<file path="src/channel_number_irq_consts.vh">
/*
 * Constants for the channel interrupt vector builder and mailbox FIFO:
 * register offsets, vector field positions and codes, reset values.
 * Assumes inclusion by the single design file of the block.
 */
// How it works
// - Tx vector bits 21:16 carry descriptor tag.
// - Bit 15 marks finished host-initiated descriptor.
// - Bit 14 marks abort command or incomplete frame.
// - Bit 12 hold abort, sent after data done.
// - Hold abort also asks engine to append abort.
// - Bits 7:0 carry the channel number.
// - Command vectors go to queue eight.
// - Command vector 1/0010, bit 17 allocation failure.
// - Either threshold above buffer size also fails.
// - Bit 16 marks successful init or off.
// - Mailbox vectors queue in FIFO, two readers.
// - Local interrupt high while FIFO holds vectors.
// - Host mailbox write makes vector, bits 6:0 fixed.
// - Bits 13:7 copy message, bit 14 zero.
// - Bit 15 computed at read: last one.
`ifndef CHANNEL_NUMBER_IRQ_CONSTS_VH
`define CHANNEL_NUMBER_IRQ_CONSTS_VH

// ====================================================================
// Register map (byte addresses, APB).
`define REG_MBOX_STATUS 12'h000
`define REG_IRQ_FIFO 12'h004
`define REG_FIFO_LEVEL 12'h008
`define REG_IRQ_STATUS 12'h00c
`define REG_IRQ_MASK 12'h010
`define IRQ_MASK_RESET 4'h0

// ====================================================================
// Interrupt status bit positions.
`define ST_MBOX_PUSH 0
`define ST_FIFO_OVFL 1
`define ST_CMD_FAIL 2
`define ST_VEC_DROP 3

// ====================================================================
// Vector fields.
`define VEC_TYPE_BIT 31
`define TXEV_TYPE 4'h7
`define CMD_TX_TYPE 4'h2
`define CMD_QUEUE 4'h8
`define TAG_LSB 16
`define HOST_INIT_BIT 15
`define ABORT_BIT 14
`define HOLD_ABORT_BIT 12
`define CMD_FAIL_BIT 17
`define CMD_DONE_BIT 16
`define MB_LAST_BIT 15
`define MB_MSG_LSB 7
`define MB_FIXED 7'h60

// ====================================================================
// Transmit command codes and FIFO size.
`define TXCMD_INIT 2'h1
`define TXCMD_OFF 2'h2
`define FIFO_DEPTH 8
`define FIFO_AW 3

`endif

</file>
<file path="src/channel_number_irq_vectors.v">
/*
 * Interrupt vector builder: transmit event vectors, transmit command
 * vectors for the command queue, and the mailbox interrupt FIFO with its
 * local interrupt line and APB register file.
 * Assumes event inputs are synchronous single-cycle pulses from the
 * channel engine and the local read strobe is an asynchronous pin.
 */
`timescale 1ns/100ps
`include "channel_number_irq_consts.vh"

module channel_number_irq_vectors (
    // Clock, reset and enable
    input wire i_core_clk,
    input wire i_resetn,
    input wire i_clk_en,
    // APB slave
    input wire i_psel,
    input wire i_penable,
    input wire i_pwrite,
    input wire [11:0] i_paddr,
    input wire [31:0] i_pwdata,
    output reg [31:0] o_prdata,
    output reg o_pready,
    output reg o_pslverr,
    // Transmit descriptor events
    input wire i_tx_evt,
    input wire [7:0] i_tx_channel_number,
    input wire [2:0] i_tx_queue,
    input wire [5:0] i_tx_descriptor_tag,
    input wire i_tx_host_initiated_flag,
    input wire i_tx_abort_cmd,
    input wire i_tx_next_offset_zero,
    input wire i_tx_frame_end_flag,
    input wire i_tx_prev_incomplete,
    input wire i_tx_fetch,
    input wire i_tx_fetch_hold,
    input wire i_tx_fetch_frame_end_flag,
    input wire i_tx_data_done,
    output reg o_append_abort,
    // Transmit command completion
    input wire i_cmd_valid,
    input wire [1:0] i_tx_command_field,
    input wire [7:0] i_cmd_channel_number,
    input wire [15:0] i_alloc_req,
    input wire [15:0] i_alloc_avail,
    input wire [15:0] i_fwd_thr,
    input wire [15:0] i_refill_thr,
    input wire [15:0] i_buf_size,
    // Vector output towards the interrupt queues
    output reg o_vec_valid,
    output reg [31:0] o_vec_data,
    output reg [3:0] o_vec_queue,
    // Local microprocessor side
    input wire i_local_rd_n,
    output reg [15:0] o_local_data,
    output reg o_local_interrupt_out,
    output reg o_irq
);

    // ====================================================================
    // Local read strobe synchroniser.
    reg rd_s1_r;
    reg rd_s2_r;
    reg rd_s3_r;

    always @(posedge i_core_clk or negedge i_resetn) begin
        if (!i_resetn) begin
            rd_s1_r <= 1'b1;
            rd_s2_r <= 1'b1;
            rd_s3_r <= 1'b1;
        end else if (i_clk_en) begin
            rd_s1_r <= i_local_rd_n;
            rd_s2_r <= rd_s1_r;
            rd_s3_r <= rd_s2_r;
        end
    end

    wire local_rd_fall = rd_s3_r & ~rd_s2_r;

    // ====================================================================
    // Mailbox FIFO storage.
    reg [6:0] fifo_mem_r [0:`FIFO_DEPTH-1];
    reg [`FIFO_AW-1:0] wr_ptr_r;
    reg [`FIFO_AW-1:0] rd_ptr_r;
    reg [`FIFO_AW:0] level_r;
    reg [`FIFO_AW:0] level_nxt;
    reg [6:0] last_msg_r;
    reg local_pend_r;
    reg [3:0] irq_status_r;
    reg [3:0] irq_status_nxt;
    reg [3:0] irq_mask_r;
    reg hold_pend_r;
    reg [7:0] hold_channel_number_r;
    reg [2:0] hold_queue_r;
    reg [5:0] hold_tag_r;

    wire fifo_empty = (level_r == {(`FIFO_AW+1){1'b0}});
    wire fifo_full = (level_r == `FIFO_DEPTH);

    // Vector at the head, LAST computed at read time.
    wire head_last = (level_r == {{`FIFO_AW{1'b0}}, 1'b1});
    wire [15:0] head_vec = fifo_empty ? 16'h0000 :
        {head_last, 1'b0, fifo_mem_r[rd_ptr_r], `MB_FIXED};

    // ====================================================================
    // APB decode; no wait state, read data is registered in the setup phase so it comes from a flop.
    wire apb_setup = i_psel & ~i_penable;
    wire apb_fire = i_psel & i_penable & o_pready;
    wire apb_wr = apb_fire & i_pwrite;
    wire addr_ok = (i_paddr == `REG_MBOX_STATUS) | (i_paddr == `REG_IRQ_FIFO) |
                   (i_paddr == `REG_FIFO_LEVEL) | (i_paddr == `REG_IRQ_STATUS) |
                   (i_paddr == `REG_IRQ_MASK);

    wire mbox_push = apb_wr & (i_paddr == `REG_MBOX_STATUS);
    wire apb_pop = apb_fire & ~i_pwrite & (i_paddr == `REG_IRQ_FIFO) & ~fifo_empty;
    wire local_pop = (local_rd_fall | local_pend_r) & ~apb_pop & ~fifo_empty;
    wire do_pop = apb_pop | local_pop;
    wire do_push = mbox_push & ~fifo_full;

    always @(posedge i_core_clk or negedge i_resetn) begin
        if (!i_resetn) begin
            o_pready <= 1'b0;
            o_pslverr <= 1'b0;
            o_prdata <= 32'h00000000;
        end else if (i_clk_en) begin
            if (apb_setup) begin
                o_pready <= 1'b1;
                o_pslverr <= ~addr_ok;
                case (i_paddr)
                    `REG_MBOX_STATUS: o_prdata <= {25'h0000000, last_msg_r};
                    `REG_IRQ_FIFO: o_prdata <= {16'h0000, head_vec};
                    `REG_FIFO_LEVEL: o_prdata <= {28'h0000000, level_r};
                    `REG_IRQ_STATUS: o_prdata <= {28'h0000000, irq_status_r};
                    `REG_IRQ_MASK: o_prdata <= {28'h0000000, irq_mask_r};
                    default: o_prdata <= 32'h00000000;
                endcase
            end else begin
                o_pready <= 1'b0;
                o_pslverr <= 1'b0;
            end
        end
    end

    // ====================================================================
    // FIFO pointers, level and local read path.
    always @* begin
        level_nxt = level_r;
        if (do_push & ~do_pop) begin
            level_nxt = level_r + {{`FIFO_AW{1'b0}}, 1'b1};
        end else if (do_pop & ~do_push) begin
            level_nxt = level_r - {{`FIFO_AW{1'b0}}, 1'b1};
        end
    end

    integer i;

    always @(posedge i_core_clk or negedge i_resetn) begin
        if (!i_resetn) begin
            wr_ptr_r <= {`FIFO_AW{1'b0}};
            rd_ptr_r <= {`FIFO_AW{1'b0}};
            level_r <= {(`FIFO_AW+1){1'b0}};
            last_msg_r <= 7'h00;
            local_pend_r <= 1'b0;
            o_local_data <= 16'h0000;
            o_local_interrupt_out <= 1'b0;
            for (i = 0; i < `FIFO_DEPTH; i = i + 1) begin
                fifo_mem_r[i] <= 7'h00;
            end
        end else if (i_clk_en) begin
            if (mbox_push) begin
                last_msg_r <= i_pwdata[6:0];
            end
            if (do_push) begin
                fifo_mem_r[wr_ptr_r] <= i_pwdata[6:0];
                wr_ptr_r <= wr_ptr_r + {{(`FIFO_AW-1){1'b0}}, 1'b1};
            end
            if (do_pop) begin
                rd_ptr_r <= rd_ptr_r + {{(`FIFO_AW-1){1'b0}}, 1'b1};
            end
            if (local_pop) begin
                o_local_data <= head_vec;
            end
            local_pend_r <= (local_rd_fall | local_pend_r) & apb_pop & (level_r > 1);
            level_r <= level_nxt;
            o_local_interrupt_out <= (level_nxt != {(`FIFO_AW+1){1'b0}});
        end
    end

    // ====================================================================
    // Transmit command vector checks.
    wire cmd_is_init = (i_tx_command_field == `TXCMD_INIT);
    wire cmd_known = cmd_is_init | (i_tx_command_field == `TXCMD_OFF);
    // The threshold sum is deliberately not checked.
    wire cmd_fail = cmd_is_init & ((i_alloc_req > i_alloc_avail) |
                    (i_fwd_thr > i_buf_size) | (i_refill_thr > i_buf_size));
    wire cmd_emit = i_cmd_valid & cmd_known;

    wire [31:0] cmd_vec = {1'b1, `CMD_TX_TYPE, 9'h000, cmd_fail, ~cmd_fail,
                           8'h00, i_cmd_channel_number};

    // ====================================================================
    // Transmit event vectors and the hold abort path.
    wire tx_abort = i_tx_abort_cmd |
        (i_tx_next_offset_zero & ~i_tx_frame_end_flag & i_tx_prev_incomplete);
    wire tx_emit = i_tx_evt & (i_tx_host_initiated_flag | tx_abort);
    wire hold_emit = hold_pend_r & i_tx_data_done;

    wire [31:0] tx_vec = {1'b1, `TXEV_TYPE, i_tx_queue, 2'b00, i_tx_descriptor_tag,
                          i_tx_host_initiated_flag, tx_abort, 1'b0, 1'b0,
                          4'h0, i_tx_channel_number};
    wire [31:0] hold_vec = {1'b1, `TXEV_TYPE, hold_queue_r, 2'b00, hold_tag_r,
                            3'b000, 1'b1, 4'h0, hold_channel_number_r};

    wire any_emit = cmd_emit | tx_emit | hold_emit;
    wire vec_drop = (cmd_emit & (tx_emit | hold_emit)) | (tx_emit & hold_emit);

    always @(posedge i_core_clk or negedge i_resetn) begin
        if (!i_resetn) begin
            hold_pend_r <= 1'b0;
            hold_channel_number_r <= 8'h00;
            hold_queue_r <= 3'h0;
            hold_tag_r <= 6'h00;
            o_vec_valid <= 1'b0;
            o_vec_data <= 32'h00000000;
            o_vec_queue <= 4'h0;
            o_append_abort <= 1'b0;
        end else if (i_clk_en) begin
            if (i_tx_fetch & i_tx_fetch_hold & ~i_tx_fetch_frame_end_flag) begin
                hold_pend_r <= 1'b1;
                hold_channel_number_r <= i_tx_channel_number;
                hold_queue_r <= i_tx_queue;
                hold_tag_r <= i_tx_descriptor_tag;
            end else if (hold_emit) begin
                hold_pend_r <= 1'b0;
            end
            o_append_abort <= hold_emit;
            o_vec_valid <= any_emit;
            if (cmd_emit) begin
                o_vec_data <= cmd_vec;
                o_vec_queue <= `CMD_QUEUE;
            end else if (hold_emit) begin
                o_vec_data <= hold_vec;
                o_vec_queue <= {1'b0, hold_queue_r};
            end else if (tx_emit) begin
                o_vec_data <= tx_vec;
                o_vec_queue <= {1'b0, i_tx_queue};
            end
        end
    end

    // ====================================================================
    // Interrupt status, mask and output; a set beats a same-cycle clear.
    wire irq_status_wr = apb_wr & (i_paddr == `REG_IRQ_STATUS);

    always @* begin
        irq_status_nxt = irq_status_r;
        if (irq_status_wr) begin
            irq_status_nxt = irq_status_r & ~i_pwdata[3:0];
        end
        if (do_push) begin
            irq_status_nxt[`ST_MBOX_PUSH] = 1'b1;
        end
        if (mbox_push & fifo_full) begin
            irq_status_nxt[`ST_FIFO_OVFL] = 1'b1;
        end
        if (cmd_emit & cmd_fail) begin
            irq_status_nxt[`ST_CMD_FAIL] = 1'b1;
        end
        if (vec_drop) begin
            irq_status_nxt[`ST_VEC_DROP] = 1'b1;
        end
    end

    always @(posedge i_core_clk or negedge i_resetn) begin
        if (!i_resetn) begin
            irq_status_r <= 4'h0;
            irq_mask_r <= `IRQ_MASK_RESET;
            o_irq <= 1'b0;
        end else if (i_clk_en) begin
            irq_status_r <= irq_status_nxt;
            if (apb_wr & (i_paddr == `REG_IRQ_MASK)) begin
                irq_mask_r <= i_pwdata[3:0];
                o_irq <= |(irq_status_nxt & i_pwdata[3:0]);
            end else begin
                o_irq <= |(irq_status_nxt & irq_mask_r);
            end
        end
    end

endmodule // channel_number_irq_vectors

</file>
<file path="config.mk">
export PLATFORM = sky130hd
export DESIGN_NAME = channel_number_irq_vectors
export DESIGN_NICKNAME = d
export VERILOG_FILES = /design/src/channel_number_irq_vectors.v
export VERILOG_INCLUDE_DIRS = /design/src /design/src/src
export SDC_FILE = /design/constraint.sdc
export NUM_CORES = 1
export LEC_CHECK = 0
export BUFFER_PORTS_ARGS = -buffer_cell sky130_fd_sc_hd__buf_2
export CORE_MARGIN = 4
export CORE_UTILIZATION = 55
export CTS_CLUSTER_DIAMETER = 200
export DETAILED_ROUTE_END_ITERATION = 10
export PLACE_DENSITY = 0.86
export SYNTH_ARGS = -nofsm -noshare
export SYNTH_HDL_FRONTEND = slang
export SYNTH_SLANG_ARGS = --single-unit
</file>
<file path="constraint.sdc">
create_clock -name i_core_clk -period 5 [get_ports i_core_clk]
set_clock_uncertainty 0.05 [all_clocks]
set_input_delay 0.25 -clock i_core_clk [delete_from_list [all_inputs] [get_ports i_core_clk]]
set_output_delay 0.25 -clock i_core_clk [all_outputs]
set_load 0.01 [all_outputs]
</file>
* Word level (Yosys, flattened, before mapping)
Index checks and enable logic that the tools add are counted.
Storage, ports and cells: register bits 193, bits in latches 0, RAM bits 0, ROM bits 0, input bits 169, output and inout port bits 90, logic and storage cells 157, memories 0
Operators by class: add/sub/neg operators 4, multipliers 0, div/mod/pow operators 0, order comparisons 7, equality and inequality tests 8, shift-type cells 0, mux-type cells 26, bitwise logic cells 63, reductions and logical operators 17
Operator list (count):
- 32-bit 2-to-1 mux | 3
- 16-bit one-hot mux with 5 select lines | 1
- 56-bit bitwise mux | 1
- 16-bit greater-than comparator | 3
- 1-bit AND | 30
- 12-bit by 4-bit == test with 1-bit output, second input constant | 2
- 4-bit 2-to-1 mux | 6
- 7-bit binary-select mux with 3-bit select | 1
- 7-bit demux with 3-bit select | 1
- 7-bit 2-to-1 mux | 3
- 2-bit AND reduction | 9
- 16-bit 2-to-1 mux | 1
- 1-bit bitwise OR | 15
- 4-bit AND | 3
- 12-bit by 3-bit == test with 1-bit output, second input constant | 1
- 12-bit by 5-bit == test with 1-bit output, second input constant | 1
- 12-bit logical NOT | 1
- 1-bit inverter | 12
- 1-bit 2-to-1 mux | 9
- 4-bit >= comparator, second input constant | 2
- 3-bit inverter with 4-bit output | 2
- 4-bit OR reduction | 2
- 3-bit by 1-bit adder with 3-bit output, second input constant | 2
- 4-bit by 1-bit adder with 4-bit output, second input constant | 1
- other kinds (13) | 13

* Logic depth before layout (Yosys ltp)
Gate-level depths: netlist of the first run.
depth after elaboration 13, gate-level depth with buffers 9, mapped depth without buffers 9

* Worst setup path before layout of the first run
OpenSTA, ideal clock, no wires.
kind input-to-reg, start point input port i_paddr[2], end point register fifo_mem_r[39] in the netlist's numbering, setup time 0.125 ns, arrival time 2.421 ns, data required time 4.825 ns, setup slack 2.404 ns, stages on the path 8, path buffers 2, cell sequence buf_6 -> or4_4 -> nor3_2 -> nand4_4 -> or3_1 -> buf_6 -> nor3b_4 -> mux2_2
Between the ends: word-level cells in the longest chain between the ends 4
RTL lines:
- start, declared | line channel_number_irq_vectors.v:20 | input wire [11:0] i_paddr,
- 12-bit logical NOT
- 1-bit AND | line channel_number_irq_vectors.v:114 | wire mbox_push = apb_wr & (i_paddr == `REG_MBOX_STATUS);
- 1-bit AND | line channel_number_irq_vectors.v:118 | wire do_push = mbox_push & ~fifo_full;
- 2-bit AND reduction (no line)
- end signal, assigned by index | line channel_number_irq_vectors.v:174 | fifo_mem_r[wr_ptr_r] <= i_pwdata[6:0];
- end, declared | line channel_number_irq_vectors.v:82 | reg [6:0] fifo_mem_r [0:`FIFO_DEPTH-1];
Every way passes these cells. A chain may end at the register's enable or synchronous reset.

* Worst setup path after layout of the first run
start point register level_r[0], end point register o_local_interrupt_out
Between the ends: word-level cells in the longest chain between the ends 11, elaborated cells on any way between the ends 19, classes of those cells add/sub: 2; eq/ne: 1; mux: 2; bitwise: 12; reduce/logical: 2
RTL lines:
- start, declared | line channel_number_irq_vectors.v:85 | reg [`FIFO_AW:0] level_r;
- start signal, assigned | line channel_number_irq_vectors.v:161 | level_r <= {(`FIFO_AW+1){1'b0}};
- start signal, assigned | line channel_number_irq_vectors.v:184 | level_r <= level_nxt;
- 4-bit logical NOT | line channel_number_irq_vectors.v:97 | wire fifo_empty = (level_r == {(`FIFO_AW+1){1'b0}});
- 1-bit inverter | line channel_number_irq_vectors.v:115, channel_number_irq_vectors.v:116
- 1-bit AND | line channel_number_irq_vectors.v:115 | wire apb_pop = apb_fire & ~i_pwrite & (i_paddr == `REG_IRQ_FIFO) & ~fifo_empty;
- 1-bit inverter | line channel_number_irq_vectors.v:116 | wire local_pop = (local_rd_fall | local_pend_r) & ~apb_pop & ~fifo_empty;
- 1-bit AND (2 in a row) | line channel_number_irq_vectors.v:116
- 1-bit bitwise OR | line channel_number_irq_vectors.v:117 | wire do_pop = apb_pop | local_pop;
- 1-bit AND / 1-bit inverter (equally long branches) | line channel_number_irq_vectors.v:150, channel_number_irq_vectors.v:148
- 4-bit 2-to-1 mux / 1-bit AND (equally long branches) | line channel_number_irq_vectors.v:150, channel_number_irq_vectors.v:148
- 4-bit 2-to-1 mux * | line channel_number_irq_vectors.v:148 | if (do_push & ~do_pop) begin
- 4-bit nonzero test * | line channel_number_irq_vectors.v:185 | o_local_interrupt_out <= (level_nxt != {(`FIFO_AW+1){1'b0}});
- end signal, assigned | line channel_number_irq_vectors.v:185
- end, declared | line channel_number_irq_vectors.v:56 | output reg o_local_interrupt_out,
Mark *: on every way between the ends. The rest lies on a longest branch, timed or not.

==> results of run 1 <==
==> registers in the layout, indices dropped and copies added (netlist names), 6 cells and up <==
name,flops
hold_tag_r,6
o_prdata,15
o_local_data,9
o_vec_data,19
hold_channel_number_r,8
fifo_mem_r,56
last_msg_r,7
==> power breakdown <==
group | leakage [nW] | switching, mW | internal (mW)
Clock | 0.279 | 0.551 | 0.743
Sequential | 2.06 | 0.170 | 1.38
Combinational | 3.10 | 0.355 | 0.326
Total | 5.44 | 1.08 | 2.45
==> worst max-delay path: cells and delay by family (launching register included) <==
family          cells  cell delay (ns)
compound gates      5             1.17
fa+ha+maj           1             0.23
simple gates        2             0.93
flops               1             0.46
buf+inv             1             0.11
==> per-layer routing <==
layer,up-vias,global-route usage (%),share of wire (%)
li1,3200,-,-
met1,3420,29.4,38
met2,299,42.9,51
met3,69,5.25,7.7
met4,0,11.9,3.9
met5,-,0,0
==> cells by family after synthesis <==
family / share of synthesized area [%]
xor+xnor: 0.991
fa+ha+maj: 7.76
other cells: 0.0424
compound gates: 10.1
mux: 18.2
simple gates: 11.6
buf+inv: 7.11
flops: 44.2
==> stage by stage <==
stage	worst slack [ns]	total power, mW	utilization, %	hold slack, ns	area (sq um)
2_1_floorplan	2.40	2.00	-	-0.0956	8950
3_3_place_gp	2.00	2.21	62.1	0.399	9820
3_5_place_dp	1.99	2.24	62.1	0.399	9820
4_1_cts	1.99	3.54	65.9	0.0154	10400
5_1_grt	1.61	3.69	65.9	0.0263	10400
6_report	1.87	3.53	65.9	0.0256	10400
==> final cells by class <==
type                            instances  area [sq um]
Tap cell                              216           270
Antenna cell                            4          10.0
Timing Repair Buffer                  206          1050
Clock inverter                         15           166
Sequential cell                       156          3910
Fill cell                            1148          5390
Multi-Input combinational cell        562          4420
Inverter                               50           188
Clock buffer                           17           425
==> Yosys cell counts (all sizes together) (2+ instances only) <==
master and n:
o22ai 4, nor3b 3, and4 3, a21o 5
nand4b 2, dfrtp 153, and3 3, o211ai 2
xor2 2, a31oi 6, a311o 2, a22o 10
o21ai 34, nand3b 4, a211o 2, nor3 7
nand2b 5, nor2b 3, a41oi 2, buf 50
nor4 4, inv 50, nand3 18, xnor2 8
nor2 31, clkbuf 25, and2 4, nand2 94
o21a 3, ha 54, nand4 9, a221oi 5
mux2i 19, o31ai 9, a22oi 2, or4 2
mux4 14, mux2 98, or2 2, a21oi 41
dfstp 3, o2bb2ai 3
==> final timing paths <==
| path | from | end | slack [ns] | depth (start not counted) |
|---|---|---|---|---|
| setup / recovery | level_r[0] | o_local_interrupt_out | 1.87 | 9 |
| hold / removal | i_tx_descriptor_tag[5] | hold_tag_r[5] | 0.03 | 2 |
| setup reg to reg | level_r[0] | o_local_interrupt_out | 1.87 | 9 |
| hold reg to reg | o_vec_data[18] | o_vec_data[18] | 0.43 | 2 |
| max in group asynchronous | i_resetn | irq_mask_r[3] | 3.21 | 3 |
| min in group asynchronous | i_resetn | o_vec_data[1] | 0.48 | 2 |
==> metrics.txt, run 1 <==
Yosys cell types 68; setup bufs post-CTS 0; Resize count post-CTS 0; Layout area overhead 18.1%; Clock Sinks 156; DP HPWL 16,400 um; P per Cell Area 338 nW/um^2; fin nets 1,216; TritonCTS Buffers 17; VDD IR max 0.263 mV; critical path's slowest cell nor3b_2; Worst-Margin Slew 1.03 ns; slowest stage delay, CP 0.73 ns; DIE AREA 18,200 sq um; Async S/R FF share, synth 100%; mean number of vias per cell 5.70; Tot GR Track Use 24.8%; Max H-tree Level 4; status complete, no violations; maxcap violations 0; Post-Synthesis Cells 813; drt wl/cell 18.4 um; worst skew pair latency 0.42 ns; initial antenna violation count 4; die width 135 um; fmax 0.320 GHz; top cell type's share of synthesized area 43.3%; grt ovf 0; Post-synth EDFFs 0; via count 6,988; Avg Cell Area, Syn 10.9 sq um; # DRC 0; RSZ-0062 raised after global routing no; Slew Viols, Final 0; hold_buf cts 1; DP Cell Count 1,189; initial detailed-routing violation count 398; Ports 259; vias in the first global route 7,143; pin count of the biggest net entering global routing 110; Crit. End Element register; Cell Chain, Critical Path inv_1 -> ha_1 -> nor3b_2 -> a21oi_1 -> a31oi_1 -> nand2_1 -> o22ai_1 -> o2bb2ai_1 -> a41oi_1; Crit Path Class reg -> reg; Mapped Area 8830 sq um; layout cells sized above 1 36.9%; CTS tree built; most frequent cells in the layout buf_2, dfrtp_1, mux2_2; ys flop type dfrtp_1; Static Leakage 5.44 nW; setup tns final 0 ns; Die Span Y 135 um; synthesized flop and latch total 156; DRT Pass-1 Iters 5; Final Hold Vio Count 0; Worst slew margin 30.8%; final wirelength 22,500 um; CP Launch Type register; Max Root-Sink Buffers 2; RePlAce Congestion 0.918; Antenna Nets Post-Route 0; sequential area share after synthesis 44.2%; CP Data Required Time 5.20 ns; fin cells 1,226; CP arrival 3.33 ns; crit-path max FO 10; hold crit path type in -> reg; starting density of the core 55.8%; core area 15,800 sq um; commonest non-fill, non-tap cell in the layout buf_2; minimum clock period 3.13 ns; Yosys top cell by area dfrtp_1; Yosys warning count 0; # rows 46; top area cells in the synthesized netlist dfrtp_1, mux2_2, ha_1; CTS clk-pin slew, worst paths 0.07 ns; period utilization 62.5%; setup violators final 0; Root Buffer clkbuf_16; port bufs 202; first-pass GRT wire length 35,600 um
Power figures use the tool's default switching activity.
==> inputs of run 2 (changes only) <==
- CORE_UTILIZATION: 55 -> 53
- PLACE_DENSITY: 0.86 -> 0.84
- clock period: 5 -> 2.95 ns (I/O delays scaled with it)
==> metrics.txt, run 2 (same netlist as run 1, synthesis figures left out) <==
# rows 46 (unchanged); final instance area 10,800 sq um (was 10,400 sq um); max reg flops 56 (unchanged); P per Cell Area 557 nW/um^2 (was 338 nW/um^2); initial detailed-routing violation count 439 (was 398); final hold slack 0.0170 ns (was 0.0256 ns); die width 137 um (was 135 um); grt ovf 0 (unchanged); fmax 0.381 GHz (was 0.320 GHz); worst skew pair latency 0.42 ns (about the same); Max H-tree Level 4 (unchanged); setup tns final 0 ns (unchanged); r2r startpoint level_r[1] (was level_r[0]); VDD IR max 0.509 mV (was 0.263 mV); RSZ-0062 raised after global routing no (unchanged); placed cell area 9940 sq um (was 9820 sq um); Crit. End Element register (unchanged); most frequent cells in the layout buf_2, dfrtp_1, mux2_2 (unchanged); Clock Sinks 156 (unchanged); mean number of vias per cell 5.56 (was 5.70); Root Buffer clkbuf_16 (unchanged); drt wl/cell 17.9 um (was 18.4 um); initial antenna violation count 3 (was 4); port bufs 202 (unchanged); Slew Viols, Final 0 (unchanged); Die Span Y 137 um (was 135 um); R2R setup slack 0.32 ns (was 1.87 ns); Biggest register fifo_mem_r (unchanged); setup violators final 0 (unchanged); Worst R2R Path Depth 6 (was 9); Crit Path Class reg -> reg (unchanged); maxcap violations 0 (unchanged); CP Launch Type register (unchanged); Tot GR Track Use 24.1% (was 24.8%); # DRC 0 (unchanged); fill count 1,159 (was 1,148); min-delay src i_cmd_channel_number[3] (was i_tx_descriptor_tag[5]); commonest non-fill, non-tap cell in the layout buf_2 (unchanged); layout cells sized above 1 36.8% (was 36.9%); R2R Path End fifo_mem_r[37] (was o_local_interrupt_out); CP Data Required Time 3.19 ns (was 5.20 ns); CP arrival 2.87 ns (was 3.33 ns); CTS clk-pin slew, worst paths 0.07 ns (about the same); TritonCTS Buffers 17 (unchanged); CTS tree built (unchanged); Max Root-Sink Buffers 2 (unchanged); fin nets 1,255 (was 1,216); core area 16,100 sq um (was 15,800 sq um); starting density of the core 54.8% (was 55.8%); via count 7,016 (was 6,988); Worst Hold Endpoint o_vec_data[3] (was hold_tag_r[5]); crit-path max FO 7 (was 10); Worst slew margin 30.8% (about the same); DIE AREA 18,800 sq um (was 18,200 sq um); Final Hold Vio Count 0 (unchanged); setup bufs post-CTS 0 (unchanged); Worst-Margin Slew 1.03 ns (about the same); largest registers fifo_mem_r x56, o_vec_data x19, o_prdata x15 (unchanged); first-pass GRT wire length 35,600 um (about the same); hold crit path type in -> reg (unchanged); RePlAce Congestion 0.877 (was 0.918); DRT Pass-1 Iters 4 (was 5); status complete, no violations (unchanged); pin count of the biggest net entering global routing 86 (was 110); period utilization 89.1% (was 62.5%); final wirelength 22,600 um (was 22,500 um); Layout area overhead 22.0% (was 18.1%); vias in the first global route 7,171 (was 7,143); Antenna Nets Post-Route 0 (unchanged); Static Leakage 5.62 nW (was 5.44 nW); DP HPWL 16,600 um (was 16,400 um); Ports 259 (unchanged); WHS Path Cells 3 (was 2); minimum clock period 2.63 ns (was 3.13 ns)
-- run 2: changes by cell type in the layout (fill, tap and decap cells not counted), sizes merged, moves of 3 or more --
cell / before / now
dlygate4sd3: 1 / 26
buf: 205 / 219
clkinvlp: 4 / 1
diode: 4 / 1
inv: 53 / 56
-- run 2: timing repair --
action,4_1_cts,5_1_grt
hold buffers,26,0
endpoints found under the hold margin,108,0
gates resized for setup,0,0
-- run 2: layer usage --
layer	track usage [%]	vias up	share of wire, %
li1	-	3282	-
met1	28.7	3430	39
met2	42.2	246	52
met3	5.44	54	6.7
met4	9.42	4	2.8
met5	0	-	0.12
-- run 2: per-stage QoR --
| stage | power, mW | instances | util, % | worst slack, ns |
|---|---|---|---|---|
| 2_1_floorplan | 3.40 | 843 | - | 0.456 |
| 3_3_place_gp | 3.81 | 1203 | 61.7 | 0.247 |
| 3_5_place_dp | 3.86 | 1203 | 61.7 | 0.199 |
| 4_1_cts | 6.02 | 1261 | 66.9 | 0.323 |
| 5_1_grt | 6.29 | 1262 | 66.9 | 0.227 |
| 6_report | 6.00 | 1262 | 66.9 | 0.322 |
-- run 2: worst max-delay path by stage --
stage,startpoint,endpoint,cells past startpoint
3_5_place_dp,i_paddr[1],fifo_mem_r[37],7
3_3_place_gp,i_paddr[1],fifo_mem_r[40],7
4_1_cts,level_r[1],fifo_mem_r[37],6
5_1_grt,level_r[1],fifo_mem_r[41],6
2_1_floorplan,i_paddr[2],fifo_mem_r[39],8
6_report,level_r[1],fifo_mem_r[37],6
-- run 2: critical path, cell delays in order, from the launching register on --
cell and delay, ns:
dfrtp_1 0.43, inv_1 0.11, ha_1 0.26, and3b_1 0.26, or3_1 0.53, nor3b_4 0.47, mux2_2 0.39
-- run 2: final cells by class --
type	instances	area [sq um]	area share, %
Tap cell	216	270	2.51
Clock inverter	14	134	1.24
Antenna cell	1	2.50	0.0232
Inverter	50	188	1.74
Clock buffer	18	439	4.08
Sequential cell	156	3910	36.3
Timing Repair Buffer	245	1420	13.2
Multi-Input combinational cell	562	4420	41.0
-- run 2: where the power goes --
group,internal (mW),total (mW),switching [mW]
Combinational,0.622,1.30,0.676
Clock,1.20,2.12,0.921
Sequential,2.34,2.58,0.236
==> inputs of run 3 (changes only) <==
- PLACE_DENSITY: 0.84 -> 0.82
==> metrics.txt, run 3 (same netlist as run 1, synthesis figures left out) <==
fin nets 1,257 (was 1,255); placed cell area 9940 sq um (unchanged); TritonCTS Buffers 17 (unchanged); core area 16,100 sq um (unchanged); RePlAce Congestion 0.869 (was 0.877); CTS tree built (unchanged); RSZ-0062 raised after global routing no (unchanged); VDD IR max 0.516 mV (was 0.509 mV); pin count of the biggest net entering global routing 56 (was 86); first-pass GRT wire length 35,800 um (was 35,600 um); CP arrival 2.90 ns (was 2.87 ns); Crit. End Element register (unchanged); hold crit path type in -> reg (unchanged); Root Buffer clkbuf_16 (unchanged); initial antenna violation count 7 (was 3); mean number of vias per cell 5.59 (was 5.56); Max H-tree Level 4 (unchanged); Final Hold Vio Count 0 (unchanged); Static Leakage 5.62 nW (about the same); Slew Viols, Final 0 (unchanged); P per Cell Area 558 nW/um^2 (was 557 nW/um^2); CP Data Required Time 3.21 ns (was 3.19 ns); Ports 259 (unchanged); layout cells sized above 1 36.7% (was 36.8%); most frequent cells in the layout buf_2, dfrtp_1, mux2_2 (unchanged); crit-path max FO 7 (unchanged); Tot GR Track Use 24.5% (was 24.1%); Layout area overhead 22.3% (was 22.0%); port bufs 202 (unchanged); starting density of the core 54.8% (unchanged); DIE AREA 18,800 sq um (unchanged); worst skew pair latency 0.42 ns (about the same); initial detailed-routing violation count 361 (was 439); # DRC 0 (unchanged); final instance area 10,800 sq um (about the same); DP HPWL 16,600 um (about the same); vias in the first global route 7,225 (was 7,171); grt ovf 0 (unchanged); commonest non-fill, non-tap cell in the layout buf_2 (unchanged); DRT Pass-1 Iters 5 (was 4); status complete, no violations (unchanged); max reg flops 56 (unchanged); period utilization 89.4% (was 89.1%); maxcap violations 0 (unchanged); minimum clock period 2.64 ns (was 2.63 ns); Antenna Nets Post-Route 0 (unchanged); largest registers fifo_mem_r x56, o_vec_data x19, o_prdata x15 (unchanged); Worst-Margin Slew 1.07 ns (was 1.03 ns); Biggest register fifo_mem_r (unchanged); Clock Sinks 156 (unchanged); final wirelength 23,400 um (was 22,600 um); drt wl/cell 18.5 um (was 17.9 um); setup tns final 0 ns (unchanged); Die Span Y 137 um (unchanged); # rows 46 (unchanged); setup bufs post-CTS 0 (unchanged); Max Root-Sink Buffers 2 (unchanged); setup violators final 0 (unchanged); fmax 0.379 GHz (was 0.381 GHz); Worst slew margin 28.3% (was 30.8%); CP Launch Type register (unchanged); CTS clk-pin slew, worst paths 0.06 ns (was 0.07 ns); die width 137 um (unchanged); Crit Path Class reg -> reg (unchanged); via count 7,084 (was 7,016)
==> run 3: worst paths after layout <==
path / from / to / slack [ns] / cells after the start
setup reg to reg: level_r[0] / fifo_mem_r[41] / 0.31 / 6
min in group asynchronous: i_resetn / o_vec_data[6] / 0.18 / 2
setup / recovery: level_r[0] / fifo_mem_r[41] / 0.31 / 6
hold reg to reg: o_vec_data[3] / o_vec_data[3] / 0.43 / 2
hold / removal: i_pwdata[4] / fifo_mem_r[4] / 0.04 / 2
max in group asynchronous: i_resetn / o_vec_valid / 1.90 / 3
==> run 3: per-layer routing <==
layer,part of all wire [%],GRT usage (%),vias to the layer above
li1,-,-,3270
met1,38,27.6,3445
met2,52,43.7,301
met3,7.0,6.80,64
met4,3.0,10.0,4
met5,0.15,0,-
==> run 3: critical path, stage by stage, from the launching register on <==
cell and delay [ns]:
dfrtp_1 0.50, inv_1 0.10, ha_1 0.21, and3b_1 0.24, or3_1 0.53, nor3b_4 0.49
mux2_2 0.39
==> run 3: final cells by class <==
class	instances	area (sq um)
inverter	50	188
multi-input combinational	562	4420
tap	216	270
clock inverter	14	145
antenna	5	12.5
fill	1170	5310
sequential	156	3910
timing repair buffer	247	1440
clock buffer	18	429
==> run 3: stage by stage <==
step / power, mW / worst slack, ns / utilization [%] / std cells / hold WS, ns
2_1_floorplan: 3.40 / 0.456 / - / 843 / -0.198
3_3_place_gp: 3.80 / 0.241 / 61.7 / 1203 / 0.0682
3_5_place_dp: 3.84 / 0.219 / 61.7 / 1203 / 0.0670
4_1_cts: 6.03 / 0.341 / 67.0 / 1263 / 0.0209
5_1_grt: 6.31 / 0.163 / 67.1 / 1268 / 0.0481
6_report: 6.04 / 0.313 / 67.1 / 1268 / 0.0390
==> run 3: repair_timing <==
item / 4_1_cts / 5_1_grt
hold buffers: 28 / 0
gates resized for setup: 0 / 0
endpoints found under the hold margin: 74 / 0
==> run 3: power breakdown <==
| group | internal [mW] | switching (mW) |
|---|---|---|
| combinational | 0.612 | 0.684 |
| sequential | 2.34 | 0.246 |
| clock | 1.25 | 0.904 |
| total | 4.20 | 1.83 |
